`config.mk`:
```
export PLATFORM = sky130hd
export DESIGN_NAME = lcg_top
export DESIGN_NICKNAME = d
export VERILOG_FILES = /design/src/lcg_gate.v /design/src/lcg_top.v
export VERILOG_INCLUDE_DIRS = /design/src /design/src/common
export SDC_FILE = /design/constraint.sdc
export NUM_CORES = 1
export LEC_CHECK = 0
export BUFFER_PORTS_ARGS = -buffer_cell sky130_fd_sc_hd__buf_2
export CELL_PAD_IN_SITES_DETAIL_PLACEMENT = 1
export CELL_PAD_IN_SITES_GLOBAL_PLACEMENT = 2
export CORE_ASPECT_RATIO = 0.75
export CORE_UTILIZATION = 35
export DETAILED_ROUTE_END_ITERATION = 12
export GPL_TIMING_DRIVEN = 1
export HOLD_SLACK_MARGIN = 0.12
export PLACE_DENSITY = 0.95
export SLEW_MARGIN = 20
export SYNTH_ARGS = -nofsm -noshare
export SYNTH_HDL_FRONTEND = slang
export SYNTH_SLANG_ARGS = --single-unit
```
`constraint.sdc`:
```
create_clock -name clk -period 4.77 [get_ports clk]
set_clock_uncertainty 0.1 [all_clocks]
set_input_delay 0.2385 -clock clk [delete_from_list [all_inputs] [get_ports clk]]
set_output_delay 0.2385 -clock clk [all_outputs]
set_load 0.005 [all_outputs]
```
`src/common/lcg_defs.vh`:
```
// register map, field positions and sizes for the logic cell gate input stage
`ifndef LCG_DEFS_VH
`define LCG_DEFS_VH

// register byte offsets on the apb bus
`define LCG_OFF_GATE0_SEL   12'h000
`define LCG_OFF_GATE1_SEL   12'h004
`define LCG_OFF_GATE2_SEL   12'h008
`define LCG_OFF_DATA_SRC    12'h00C
`define LCG_OFF_GATE_POL    12'h010
`define LCG_OFF_STATUS      12'h014

// gate select register fields
`define LCG_D4_TRUE         7
`define LCG_D4_INV          6
`define LCG_D3_TRUE         5
`define LCG_D3_INV          4
`define LCG_D2_TRUE         3
`define LCG_D2_INV          2
`define LCG_D1_TRUE         1
`define LCG_D1_INV          0

// data source select: four 5-bit fields packed at bytes 0..3
`define LCG_SRC_W           5
`define LCG_NUM_SRC         32
`define LCG_GSEL_W          8

// reset values for the bus-side control state; only the polarity one is used, selects and sources have no reset
`define LCG_RST_GSEL        8'h00
`define LCG_RST_SRC         5'h00
`define LCG_RST_POL         3'h0

`endif

```
`src/lcg_gate.v`:
```
// one and-or gate: or of the selected true and inverted data terms
`timescale 1ns/1ps
`include "lcg_defs.vh"

module lcg_gate (
   input  wire [7:0] sel,
   input  wire [3:0] data,
   input  wire       invert,
   output wire       gate_out
);

   wire [7:0] terms;
   wire       gate_or;

   assign terms[`LCG_D4_TRUE] = sel[`LCG_D4_TRUE] & data[3];
   assign terms[`LCG_D4_INV]  = sel[`LCG_D4_INV]  & ~data[3];
   assign terms[`LCG_D3_TRUE] = sel[`LCG_D3_TRUE] & data[2];
   assign terms[`LCG_D3_INV]  = sel[`LCG_D3_INV]  & ~data[2];
   assign terms[`LCG_D2_TRUE] = sel[`LCG_D2_TRUE] & data[1];
   assign terms[`LCG_D2_INV]  = sel[`LCG_D2_INV]  & ~data[1];
   assign terms[`LCG_D1_TRUE] = sel[`LCG_D1_TRUE] & data[0];
   assign terms[`LCG_D1_INV]  = sel[`LCG_D1_INV]  & ~data[0];

   // or of selected terms, zero when none
   assign gate_or = |terms;

   assign gate_out = gate_or ^ invert;

endmodule

```
`src/lcg_top.v`:
```
// logic cell gate input stage: apb registers, data source muxes, gates 0 to 2
// Function
// - gate0 select bits 7..4: data four and three, true and inverted
// - gate0 select bits 3..0: data two and one, true and inverted
// - gate1 select bits 7..4: data four and three, true and inverted
// - gate1 select bits 3..0: data two and one, true and inverted
// - gate2 select bits 7..4: data four and three, true and inverted
// - gate2 select bits 3..0: data two and one, true and inverted
// - cleared bit excludes its term; true and inverted act independently
// - select bits read/write; undefined after power reset, kept by others
// - each data input picked by its own 5-bit source field
// - each gate output inverted when its polarity bit is set
`timescale 1ns/1ps
`include "lcg_defs.vh"

module lcg_top (
   input  wire        clk,
   input  wire        reset,
   input  wire        psel,
   input  wire        penable,
   input  wire        pwrite,
   input  wire [11:0] paddr,
   input  wire [31:0] pwdata,
   input  wire [3:0]  pstrb,
   output wire        pready,
   output reg  [31:0] prdata,
   output wire        pslverr,
   input  wire [31:0] src_signals,
   output wire [2:0]  gate_out,
   output reg  [3:0]  selected_data_q
);

   reg  [7:0] gate0_input_select_q;
   reg  [7:0] gate1_input_select_q;
   reg  [7:0] gate2_input_select_q;
   reg  [4:0] data_one_source_sel_q;
   reg  [4:0] data_two_source_sel_q;
   reg  [4:0] data_three_source_sel_q;
   reg  [4:0] data_four_source_sel_q;
   reg  [2:0] gate_invert_q;
   reg  [31:0] rdata_d;
   reg        addr_ok;
   wire       wr_en;
   wire       selected_data_one;
   wire       selected_data_two;
   wire       selected_data_three;
   wire       selected_data_four;
   wire [3:0] data_bus;
   wire       acc_phase;
   wire       rd_setup;
   wire       hit_gate0;
   wire       hit_gate1;
   wire       hit_gate2;
   wire       hit_src;
   wire       hit_pol;
   wire       lane0_wr;
   wire       lane1_wr;
   wire       lane2_wr;
   wire       lane3_wr;
   wire       gate0_wr;
   wire       gate1_wr;
   wire       gate2_wr;
   wire       pol_wr;
   wire [31:0] rd_gate0;
   wire [31:0] rd_gate1;
   wire [31:0] rd_gate2;
   wire [31:0] rd_src;
   wire [31:0] rd_pol;
   wire [31:0] rd_stat;

   // register map, one aligned 32-bit word per register:
   //   0x000 gate 0 select
   //   0x004 gate 1 select
   //   0x008 gate 2 select
   //   0x00C source fields: 4:0 one, 12:8 two, 20:16 three, 28:24 four
   //   0x010 gate polarity bits 2:0, one per gate
   //   0x014 status, read only: gate results 6:4, selected data 3:0
   // select words: bit 7 data four true down to bit 0 data one inverted
   // all other offsets, unaligned ones included, answer with pslverr
   //
   // limitations a user must know:
   //   select and source words have no reset, so write them before
   //   trusting gate_out; a block reset will not clear a stale routing
   //   status gate bits are live values taken at the read setup edge,
   //   so a change inside the access phase shows on the next read
   //   the source mux is a plain index, any of the 32 sources is legal
   //   writes to the status word are accepted and dropped, no error
   //
   // trade-off: read data is registered at setup, which costs one flop
   // word but keeps prdata steady for the whole access phase

   // transfer phase qualifiers
   assign acc_phase = psel & penable;
   assign rd_setup  = psel & ~penable & ~pwrite;

   // word hits compare the whole address so unaligned offsets miss
   assign hit_gate0 = (paddr == `LCG_OFF_GATE0_SEL);
   assign hit_gate1 = (paddr == `LCG_OFF_GATE1_SEL);
   assign hit_gate2 = (paddr == `LCG_OFF_GATE2_SEL);
   assign hit_src   = (paddr == `LCG_OFF_DATA_SRC);
   assign hit_pol   = (paddr == `LCG_OFF_GATE_POL);

   // byte lane strobes, only for a mapped word in the access phase
   assign lane0_wr = wr_en & pstrb[0];
   assign lane1_wr = wr_en & pstrb[1];
   assign lane2_wr = wr_en & pstrb[2];
   assign lane3_wr = wr_en & pstrb[3];

   // per-register write enables; 8-bit words need lane 0
   assign gate0_wr = lane0_wr & hit_gate0;
   assign gate1_wr = lane0_wr & hit_gate1;
   assign gate2_wr = lane0_wr & hit_gate2;
   assign pol_wr   = lane0_wr & hit_pol;

   // read words, unused upper bits read as zero
   assign rd_gate0 = {24'h000000, gate0_input_select_q};
   assign rd_gate1 = {24'h000000, gate1_input_select_q};
   assign rd_gate2 = {24'h000000, gate2_input_select_q};
   assign rd_src   = {3'h0, data_four_source_sel_q, 3'h0, data_three_source_sel_q,
                      3'h0, data_two_source_sel_q, 3'h0, data_one_source_sel_q};
   assign rd_pol   = {29'h0, gate_invert_q};
   assign rd_stat  = {25'h0, gate_out, selected_data_q};

   // zero-wait slave: every access completes in its first access cycle
   assign pready  = 1'b1;
   assign wr_en   = acc_phase & pwrite & addr_ok;
   assign pslverr = acc_phase & ~addr_ok;

   // address decode, unmapped offsets answer with pslverr and read zero
   always @* begin
      addr_ok = 1'b0;
      rdata_d = 32'h00000000;
      case (paddr)
         `LCG_OFF_GATE0_SEL: begin
            addr_ok = 1'b1;
            rdata_d = rd_gate0;
         end
         `LCG_OFF_GATE1_SEL: begin
            addr_ok = 1'b1;
            rdata_d = rd_gate1;
         end
         `LCG_OFF_GATE2_SEL: begin
            addr_ok = 1'b1;
            rdata_d = rd_gate2;
         end
         `LCG_OFF_DATA_SRC: begin
            addr_ok = 1'b1;
            rdata_d = rd_src;
         end
         `LCG_OFF_GATE_POL: begin
            addr_ok = 1'b1;
            rdata_d = rd_pol;
         end
         `LCG_OFF_STATUS: begin
            addr_ok = 1'b1;
            rdata_d = rd_stat;
         end
         default: begin
            addr_ok = 1'b0;
            rdata_d = 32'h00000000;
         end
      endcase
   end

   // read data registered in setup so it is valid throughout the access phase
   always @(posedge clk or posedge reset) begin
      if (reset) begin
         prdata <= 32'h00000000;
      end else if (rd_setup) begin
         prdata <= rdata_d;
      end
   end

   // gate 0 select: no reset branch, so power-up value is unknown
   // and the block reset leaves it untouched
   always @(posedge clk) begin
      if (gate0_wr) begin
         gate0_input_select_q <= pwdata[7:0];
      end
   end

   // gate 1 select, kept over block reset
   always @(posedge clk) begin
      if (gate1_wr) begin
         gate1_input_select_q <= pwdata[7:0];
      end
   end

   // gate 2 select, kept over block reset
   always @(posedge clk) begin
      if (gate2_wr) begin
         gate2_input_select_q <= pwdata[7:0];
      end
   end

   // data one source field, byte lane 0; kept over block reset
   always @(posedge clk) begin
      if (lane0_wr & hit_src) begin
         data_one_source_sel_q <= pwdata[4:0];
      end
   end

   // data two source field, byte lane 1
   always @(posedge clk) begin
      if (lane1_wr & hit_src) begin
         data_two_source_sel_q <= pwdata[12:8];
      end
   end

   // data three source field, byte lane 2
   always @(posedge clk) begin
      if (lane2_wr & hit_src) begin
         data_three_source_sel_q <= pwdata[20:16];
      end
   end

   // data four source field, byte lane 3
   always @(posedge clk) begin
      if (lane3_wr & hit_src) begin
         data_four_source_sel_q <= pwdata[28:24];
      end
   end

   // polarity bits reset to non-inverted
   always @(posedge clk or posedge reset) begin
      if (reset) begin
         gate_invert_q <= `LCG_RST_POL;
      end else if (pol_wr) begin
         gate_invert_q <= pwdata[2:0];
      end
   end

   assign selected_data_one   = src_signals[data_one_source_sel_q];
   assign selected_data_two   = src_signals[data_two_source_sel_q];
   assign selected_data_three = src_signals[data_three_source_sel_q];
   assign selected_data_four  = src_signals[data_four_source_sel_q];
   assign data_bus = {selected_data_four, selected_data_three,
                      selected_data_two, selected_data_one};

   // sampled copy of the selected data for the status register
   always @(posedge clk or posedge reset) begin
      if (reset) begin
         selected_data_q <= 4'h0;
      end else begin
         selected_data_q <= data_bus;
      end
   end

   // each gate ors its selected true and inverted terms, then applies
   // its own polarity bit; the three gates share one data bus so a
   // source change reaches all of them in the same cycle
   // gate results are combinational: the far side must register them
   // if it needs a glitch-free value

   lcg_gate u_gate0 (
      .sel      (gate0_input_select_q),
      .data     (data_bus),
      .invert   (gate_invert_q[0]),
      .gate_out (gate_out[0])
   );

   lcg_gate u_gate1 (
      .sel      (gate1_input_select_q),
      .data     (data_bus),
      .invert   (gate_invert_q[1]),
      .gate_out (gate_out[1])
   );

   lcg_gate u_gate2 (
      .sel      (gate2_input_select_q),
      .data     (data_bus),
      .invert   (gate_invert_q[2]),
      .gate_out (gate_out[2])
   );

endmodule

```
==> results of run 1 <==
==> flip-flops by register name (all words and copies together) (netlist names) <==
| register | flops |
|---|---|
| data_four_source_sel_q | 5 |
| data_one_source_sel_q | 5 |
| data_three_source_sel_q | 5 |
| data_two_source_sel_q | 5 |
| gate0_input_select_q | 8 |
| gate1_input_select_q | 8 |
| gate2_input_select_q | 8 |
| gate_invert_q | 3 |
| prdata | 23 |
| selected_data_q | 4 |
==> stage by stage <==
step | power (mW) | utilization (%)
final | 1.54 | 45.2
after global routing | 1.58 | 45.2
after detailed placement | 0.803 | 40.6
after global placement | 0.799 | 40.6
after CTS | 1.54 | 45.2
after floorplan | 0.744 | -
==> cells in the final DEF (no fill, tap or decap), drive strengths merged, types with 2 or more instances in the layout <==
master       netlist  routed
a211oi             4       4
a21oi             19      19
a221oi             4       4
a22o              19      19
a22oi             15      15
a31o               5       5
a31oi              4       4
and2              14      14
and2b              3       3
and3               4       4
buf               24     108
clkbuf             5      11
clkinv             0       3
conb               2      10
dfrtp             30      30
dlygate4sd3        0      24
edfxtp            44      44
inv                6       6
mux2               4       4
mux2i             75      75
nand2             40      40
nand2b             8       8
nand3             21      21
nand4              5       5
nor2              16      16
nor2b             11      11
nor3               2       2
nor4               3       3
o21ai             21      21
or3                2       2
==> layer usage <==
layer	vias to the layer above	GRT usage (%)	share of wire, %
li1	1794	-	-
met1	2029	32.2	46
met2	155	38.8	45
met3	22	6.52	7.1
met4	0	6.90	1.7
met5	-	0	0
==> report_power, final <==
group	switching (mW)	internal (mW)
Clock	0.283	0.452
Sequential	0.000427	0.680
Combinational	0.0711	0.0571
==> layout make-up <==
cell class	instances	area, µm²
timing repair buffer	132	786
clock buffer	11	264
multi-input combinational	315	2170
inverter	6	22.5
fill	1444	6760
tap	166	208
sequential	74	2070
clock inverter	5	60.1
==> worst reg2reg max path: stages (launching register included) <==
cell	delay [ps]
edfxtp_1	960
mux2i_1	330
a211oi_1	120
and3_1	220
a31o_2	230
o21ai_0	220
nand4_1	210
or3_1	420
nand3_1	140
a21oi_1	90
==> worst paths after layout <==
check | startpoint | endpoint | slack (ps) | cells past startpoint
min in group asynchronous | reset | prdata[3] | 430 | 4
min | pstrb[1] | data_two_source_sel_q[4] | 260 | 2
min reg2reg | prdata[2] | prdata[2] | 370 | 2
max in group asynchronous | reset | prdata[8] | 3840 | 4
max | data_one_source_sel_q[1] | gate_out[2] | 1070 | 9
max reg2reg | data_one_source_sel_q[1] | prdata[6] | 1620 | 9
==> cell families after synthesis <==
logic type,Yosys count
and+or+nand+nor,131
AOI/OAI and AO/OA,93
muxes,80
DFF,74
buffers and inverters,35
other,2
xor gates and xnor gates,1
==> impl_metrics.py, run 1 <==
metrics = {
    "outcome": {
        "outcome": "completed",
    },
    "drt": {
        "detail_route.wirelength_um": 15400,
        "routed_via_density": 5.64,
        "vias": 4000,
        "detail-route-antenna-nets": 0,
        "drt_iter0_drc": 301,
        "routedWlPerCell_um": 21.8,
        "drc": 0,
        "drt_first_pass_iters": 5,
    },
    "final_layout": {
        "n_antenna_cell": 0,
        "finalNetCount": 623,
        "layoutNonFillerInstCount": 709,
        "layout-drive-gt1-share_pct": 25.4,
        "area_delta_synth_final_pct": 25.3,
        "fin_area_um2": 5590,
    },
    "sta": {
        "fmax_mhz": 270,
        "rsz0062_at_grt": "false",
        "tns_ps": 0,
        "min_period_ps": 3700,
        "fin_ws_ps": 1070,
        "slew_headroom_pct": 30.7,
        "tightestPinTransition_ps": 1030,
        "fin_hold_ws_ps": 264,
        "hold_violations": 0,
        "setup_violations": 0,
        "fin_crit_sh_pct": 77.5,
        "slew_violations": 0,
    },
    "clocking": {
        "root_buffer": "clkbuf_16",
        "tritoncts": "built",
        "htree_levels": 3,
        "clkSlewWorstSetupHoldPaths_ps": 60,
        "clkLatencyLatePin_ps": 340,
        "cts_sinks": 74,
        "cts_resized": 0,
        "holdBufCountCts": 24,
        "cts_buffers": 9,
        "clockBufferDepth": 2,
        "cts_setup_buffers": 0,
    },
    "place": {
        "dp_slack_ps": 1510,
        "gp_congestion": 0.908,
        "numPortBuffers": 106,
        "place_area_um2": 5020,
        "dp.cells": 669,
        "dp_hpwl_um": 11600,
    },
    "synthesis": {
        "synth.avg_cell_area_um2": 10.7,
        "ys_seq_area_share_pct": 46.5,
        "synth_top_area_share_pct": 29.6,
        "synth_top_family_by_area": "multiplexers",
        "synth_xor_area_share_pct": 0.196,
        "synth.cell_area_um2": 4460,
        "synth_compound_area_share_pct": 14.3,
        "synth_ff_type": "edfxtp_1",
        "yosys_warnings": 0,
        "synthSimpleGateAreaFrac_pct": 14.8,
        "synth_area_leaders": "edfxtp_1 (30%), dfrtp_1 (17%), mux2i_1 (17%), a22o_1 (3.7%), nand2_1 (3.4%)",
        "yosysMostFrequentCell": "mux2i_1",
        "async_flop_share_pct": 40.5,
        "synthAdderAreaFrac_pct": 0,
        "synth_commonest_cells": "mux2i_1 (75), edfxtp_1 (44), nand2_1 (40), dfrtp_1 (30)",
        "yosysTopAreaCell": "edfxtp_1",
        "ys_seq_elements": 74,
        "synth_mux_area_share_pct": 18.4,
        "syn_inst": 416,
        "netlist-cell-type-count": 41,
        "synth_edf_count": 44,
    },
    "global_routing": {
        "grt_pass1_vias": 4254,
        "grt_pass1_wl_um": 24000,
        "antenna_found_initial": 1,
        "grt_max_degree": 33,
        "grt_overflow": 0,
        "grt_usage_pct": 24.2,
    },
    "floorplan": {
        "core_region_area_um2": 12300,
        "row_count": 35,
        "die_x_um": 132,
        "chipHeight_um": 99.7,
        "ios": 126,
        "initial_core_util_pct": 36.1,
        "dieArea_um2": 13200,
    },
    "pwr": {
        "peakVddDrop_mv": 0.235,
        "p_leak_nw": 2.50,
        "powerDensity_nw_per_um2": 276,
    },
    "setup_path": {
        "path_cells": "mux2i_1, a211oi_1, and3_1, a31o_2, o21ai_0, nand4_1, or3_1, and2_1, buf_2",
        "critical_path_buf_inv_count": 1,
        "crit_type": "flop to output pin",
        "cp-end-kind": "output pin",
        "crit_path_max_fanout": 17,
        "worst_ep_required_time_ps": 4430,
        "slowest_delay_ps": 960,
        "arrival_ps": 3360,
        "cp_top_family": "simple AND/OR/NAND/NOR gates",
        "startpoint_type": "flop",
        "cp_slowest_cell": "edfxtp_1",
    },
    "run": {
        "maxCapViolations": 0,
    },
    "hold_path": {
        "worstHoldPathType": "input port to flop",
    },
}
Note: power is estimated with default switching activity, not from simulation.
==> run 2, diff against run 1 <==
--- a/config.mk
+++ b/config.mk
@@ -10,11 +10,11 @@
 export CELL_PAD_IN_SITES_DETAIL_PLACEMENT = 1
 export CELL_PAD_IN_SITES_GLOBAL_PLACEMENT = 2
 export CORE_ASPECT_RATIO = 0.75
-export CORE_UTILIZATION = 35
+export CORE_UTILIZATION = 29
 export DETAILED_ROUTE_END_ITERATION = 12
 export GPL_TIMING_DRIVEN = 1
 export HOLD_SLACK_MARGIN = 0.12
-export PLACE_DENSITY = 0.95
+export PLACE_DENSITY = 0.88
 export SLEW_MARGIN = 20
 export SYNTH_ARGS = -nofsm -noshare
 export SYNTH_HDL_FRONTEND = slang
==> constraint.sdc (replaced) <==
create_clock -name clk -period 3.1 [get_ports clk]
set_clock_uncertainty 0.1 [all_clocks]
set_input_delay 0.155 -clock clk [delete_from_list [all_inputs] [get_ports clk]]
set_output_delay 0.155 -clock clk [all_outputs]
set_load 0.005 [all_outputs]
==> impl_metrics.py, run 2 (synthesis gave the netlist of run 1 again) <==
metrics = {
    "sta": {
        "fin_ws_ps": 96.2,
        "hold_violations": 0,
        "slew_headroom_pct": 42.1,
        "tightestPinTransition_ps": 860,
        "fin_hold_ws_ps": 178,
        "rsz0062_at_grt": "true",
        "slew_violations": 0,
        "setup_violations": 0,
        "tns_ps": 0,
        "fmax_mhz": 333,
        "fin_crit_sh_pct": 96.9,
        "min_period_ps": 3000,
    },
    "global_routing": {
        "grt_overflow": 0,
        "grt_pass1_vias": 4127,
        "grt_usage_pct": 19.5,
        "grt_max_degree": 33,
        "grt_pass1_wl_um": 23100,
        "antenna_found_initial": 0,
    },
    "final_layout": {
        "area_delta_synth_final_pct": 29.4,
        "layout-drive-gt1-share_pct": 28.3,
        "top_register": "prdata",
        "n_antenna_cell": 0,
        "fin_area_um2": 5770,
        "largest_reg_flops": 23,
        "utilization_pct": 39.1,
        "final_cell_mix": "buf_2 (106), mux2i_1 (73), edfxtp_1 (44)",
        "layoutNonFillerInstCount": 759,
        "layout_commonest_cell": "buf_2",
        "finalNetCount": 639,
    },
    "setup_path": {
        "reg2reg_slack_ps": 530,
        "crit_path_max_fanout": 5,
        "worst_ep_required_time_ps": 2840,
        "startpoint_type": "flop",
        "cp.depth": 9,
        "crit_type": "flop to output pin",
        "critical_path.startpoint": "data_three_source_sel_q[0]",
        "reg2reg_from": "data_four_source_sel_q[1]",
        "cp_top_family": "simple AND/OR/NAND/NOR gates",
        "critical_path_buf_inv_count": 1,
        "path_cells": "nor2_1, a211oi_1, and3_1, a31o_2, o21ai_0, nand4_1, or3_1, and2_1, buf_2",
        "arrival_ps": 2750,
        "endpoint": "gate_out[2]",
        "slowest_delay_ps": 430,
        "cp-end-kind": "output pin",
        "cp_slowest_cell": "edfxtp_1",
        "worstRegToRegCells": 10,
        "r2r-end": "prdata[4]",
    },
    "drt": {
        "drc": 0,
        "vias": 3896,
        "routed_via_density": 5.13,
        "drt_first_pass_iters": 5,
        "detail_route.wirelength_um": 14900,
        "routedWlPerCell_um": 19.6,
        "detail-route-antenna-nets": 0,
        "drt_iter0_drc": 276,
    },
    "floorplan": {
        "dieArea_um2": 15900,
        "core_region_area_um2": 14700,
        "initial_core_util_pct": 30.2,
        "ios": 126,
        "row_count": 38,
        "chipHeight_um": 109,
        "die_x_um": 145,
    },
    "hold_path": {
        "worstHoldPathType": "input port to flop",
    },
    "clocking": {
        "clkSlewWorstSetupHoldPaths_ps": 60,
        "tritoncts": "built",
        "cts_sinks": 74,
        "clkLatencyLatePin_ps": 340,
        "root_buffer": "clkbuf_16",
        "cts_buffers": 9,
        "clockBufferDepth": 2,
        "htree_levels": 3,
    },
    "place": {
        "gp_congestion": 0.898,
        "place_area_um2": 5130,
        "dp.cells": 713,
        "dp_hpwl_um": 11500,
        "numPortBuffers": 106,
        "dp_slack_ps": 198,
    },
    "pwr": {
        "peakVddDrop_mv": 0.268,
        "powerDensity_nw_per_um2": 400,
        "total_power_mw": 2.31,
        "p_leak_nw": 2.58,
    },
    "run": {
        "maxCapViolations": 0,
    },
    "outcome": {
        "outcome": "completed",
    },
}
-- run 2: cell types whose count changed in the layout (fill, tap and decap cells not counted), moves of 2 or more --
| cell | change |
|---|---|
| a22oi_2 | +2 |
| mux2i_1 | -2 |
| mux2i_2 | +2 |
| buf_12 | +3 |
| a22oi_1 | -2 |
| buf_4 | +13 |
| clkinv_2 | +2 |
-- run 2: final cells by class --
class                   count  area, µm²
clock inverters             7       70.1
clock buffers               9        225
repair buffers            148        943
multi-input cells         315       2180
inverters                   6       22.5
fillers                  1713       8970
well taps                 200        250
flip-flops and latches     74       2070
-- run 2: how the worst min path moves through the flow --
stage | start | endpoint | slack, ps | cells past startpoint
after floorplan | reset | gate_invert_q[0] | 150 | 1
after global placement | reset | prdata[8] | 180 | 2
after detailed placement | reset | prdata[12] | 210 | 2
after CTS | pstrb[1] | data_two_source_sel_q[0] | 170 | 2
after global routing | pstrb[3] | data_four_source_sel_q[3] | 200 | 2
final | pstrb[3] | data_four_source_sel_q[3] | 180 | 2
-- run 2: report_power, final --
part	switching (mW)	internal, mW
registers	0.000765	1.05
logic	0.110	0.0885
clock network	0.438	0.622
-- run 2: metal layers --
| layer | up-vias | track usage (%) | share of wire, % | wire length [µm] |
|---|---|---|---|---|
| met5 | - | 0 | 0 | 0 |
| met4 | 0 | 5.34 | 1.2 | 171 |
| met3 | 18 | 5.23 | 6.0 | 889 |
| met2 | 121 | 30.6 | 45 | 6730 |
| met1 | 1944 | 26.4 | 48 | 7070 |
| li1 | 1813 | - | - | - |
-- run 2: what timing repair did --
action | in CTS | in global routing
endpoints found under the setup margin | 3 | 3
resized for setup | 0 | 6
pin swaps | 0 | 2
endpoints found under the hold margin | 62 | 0
setup buffers | 6 | 0
hold buffers | 24 | 0
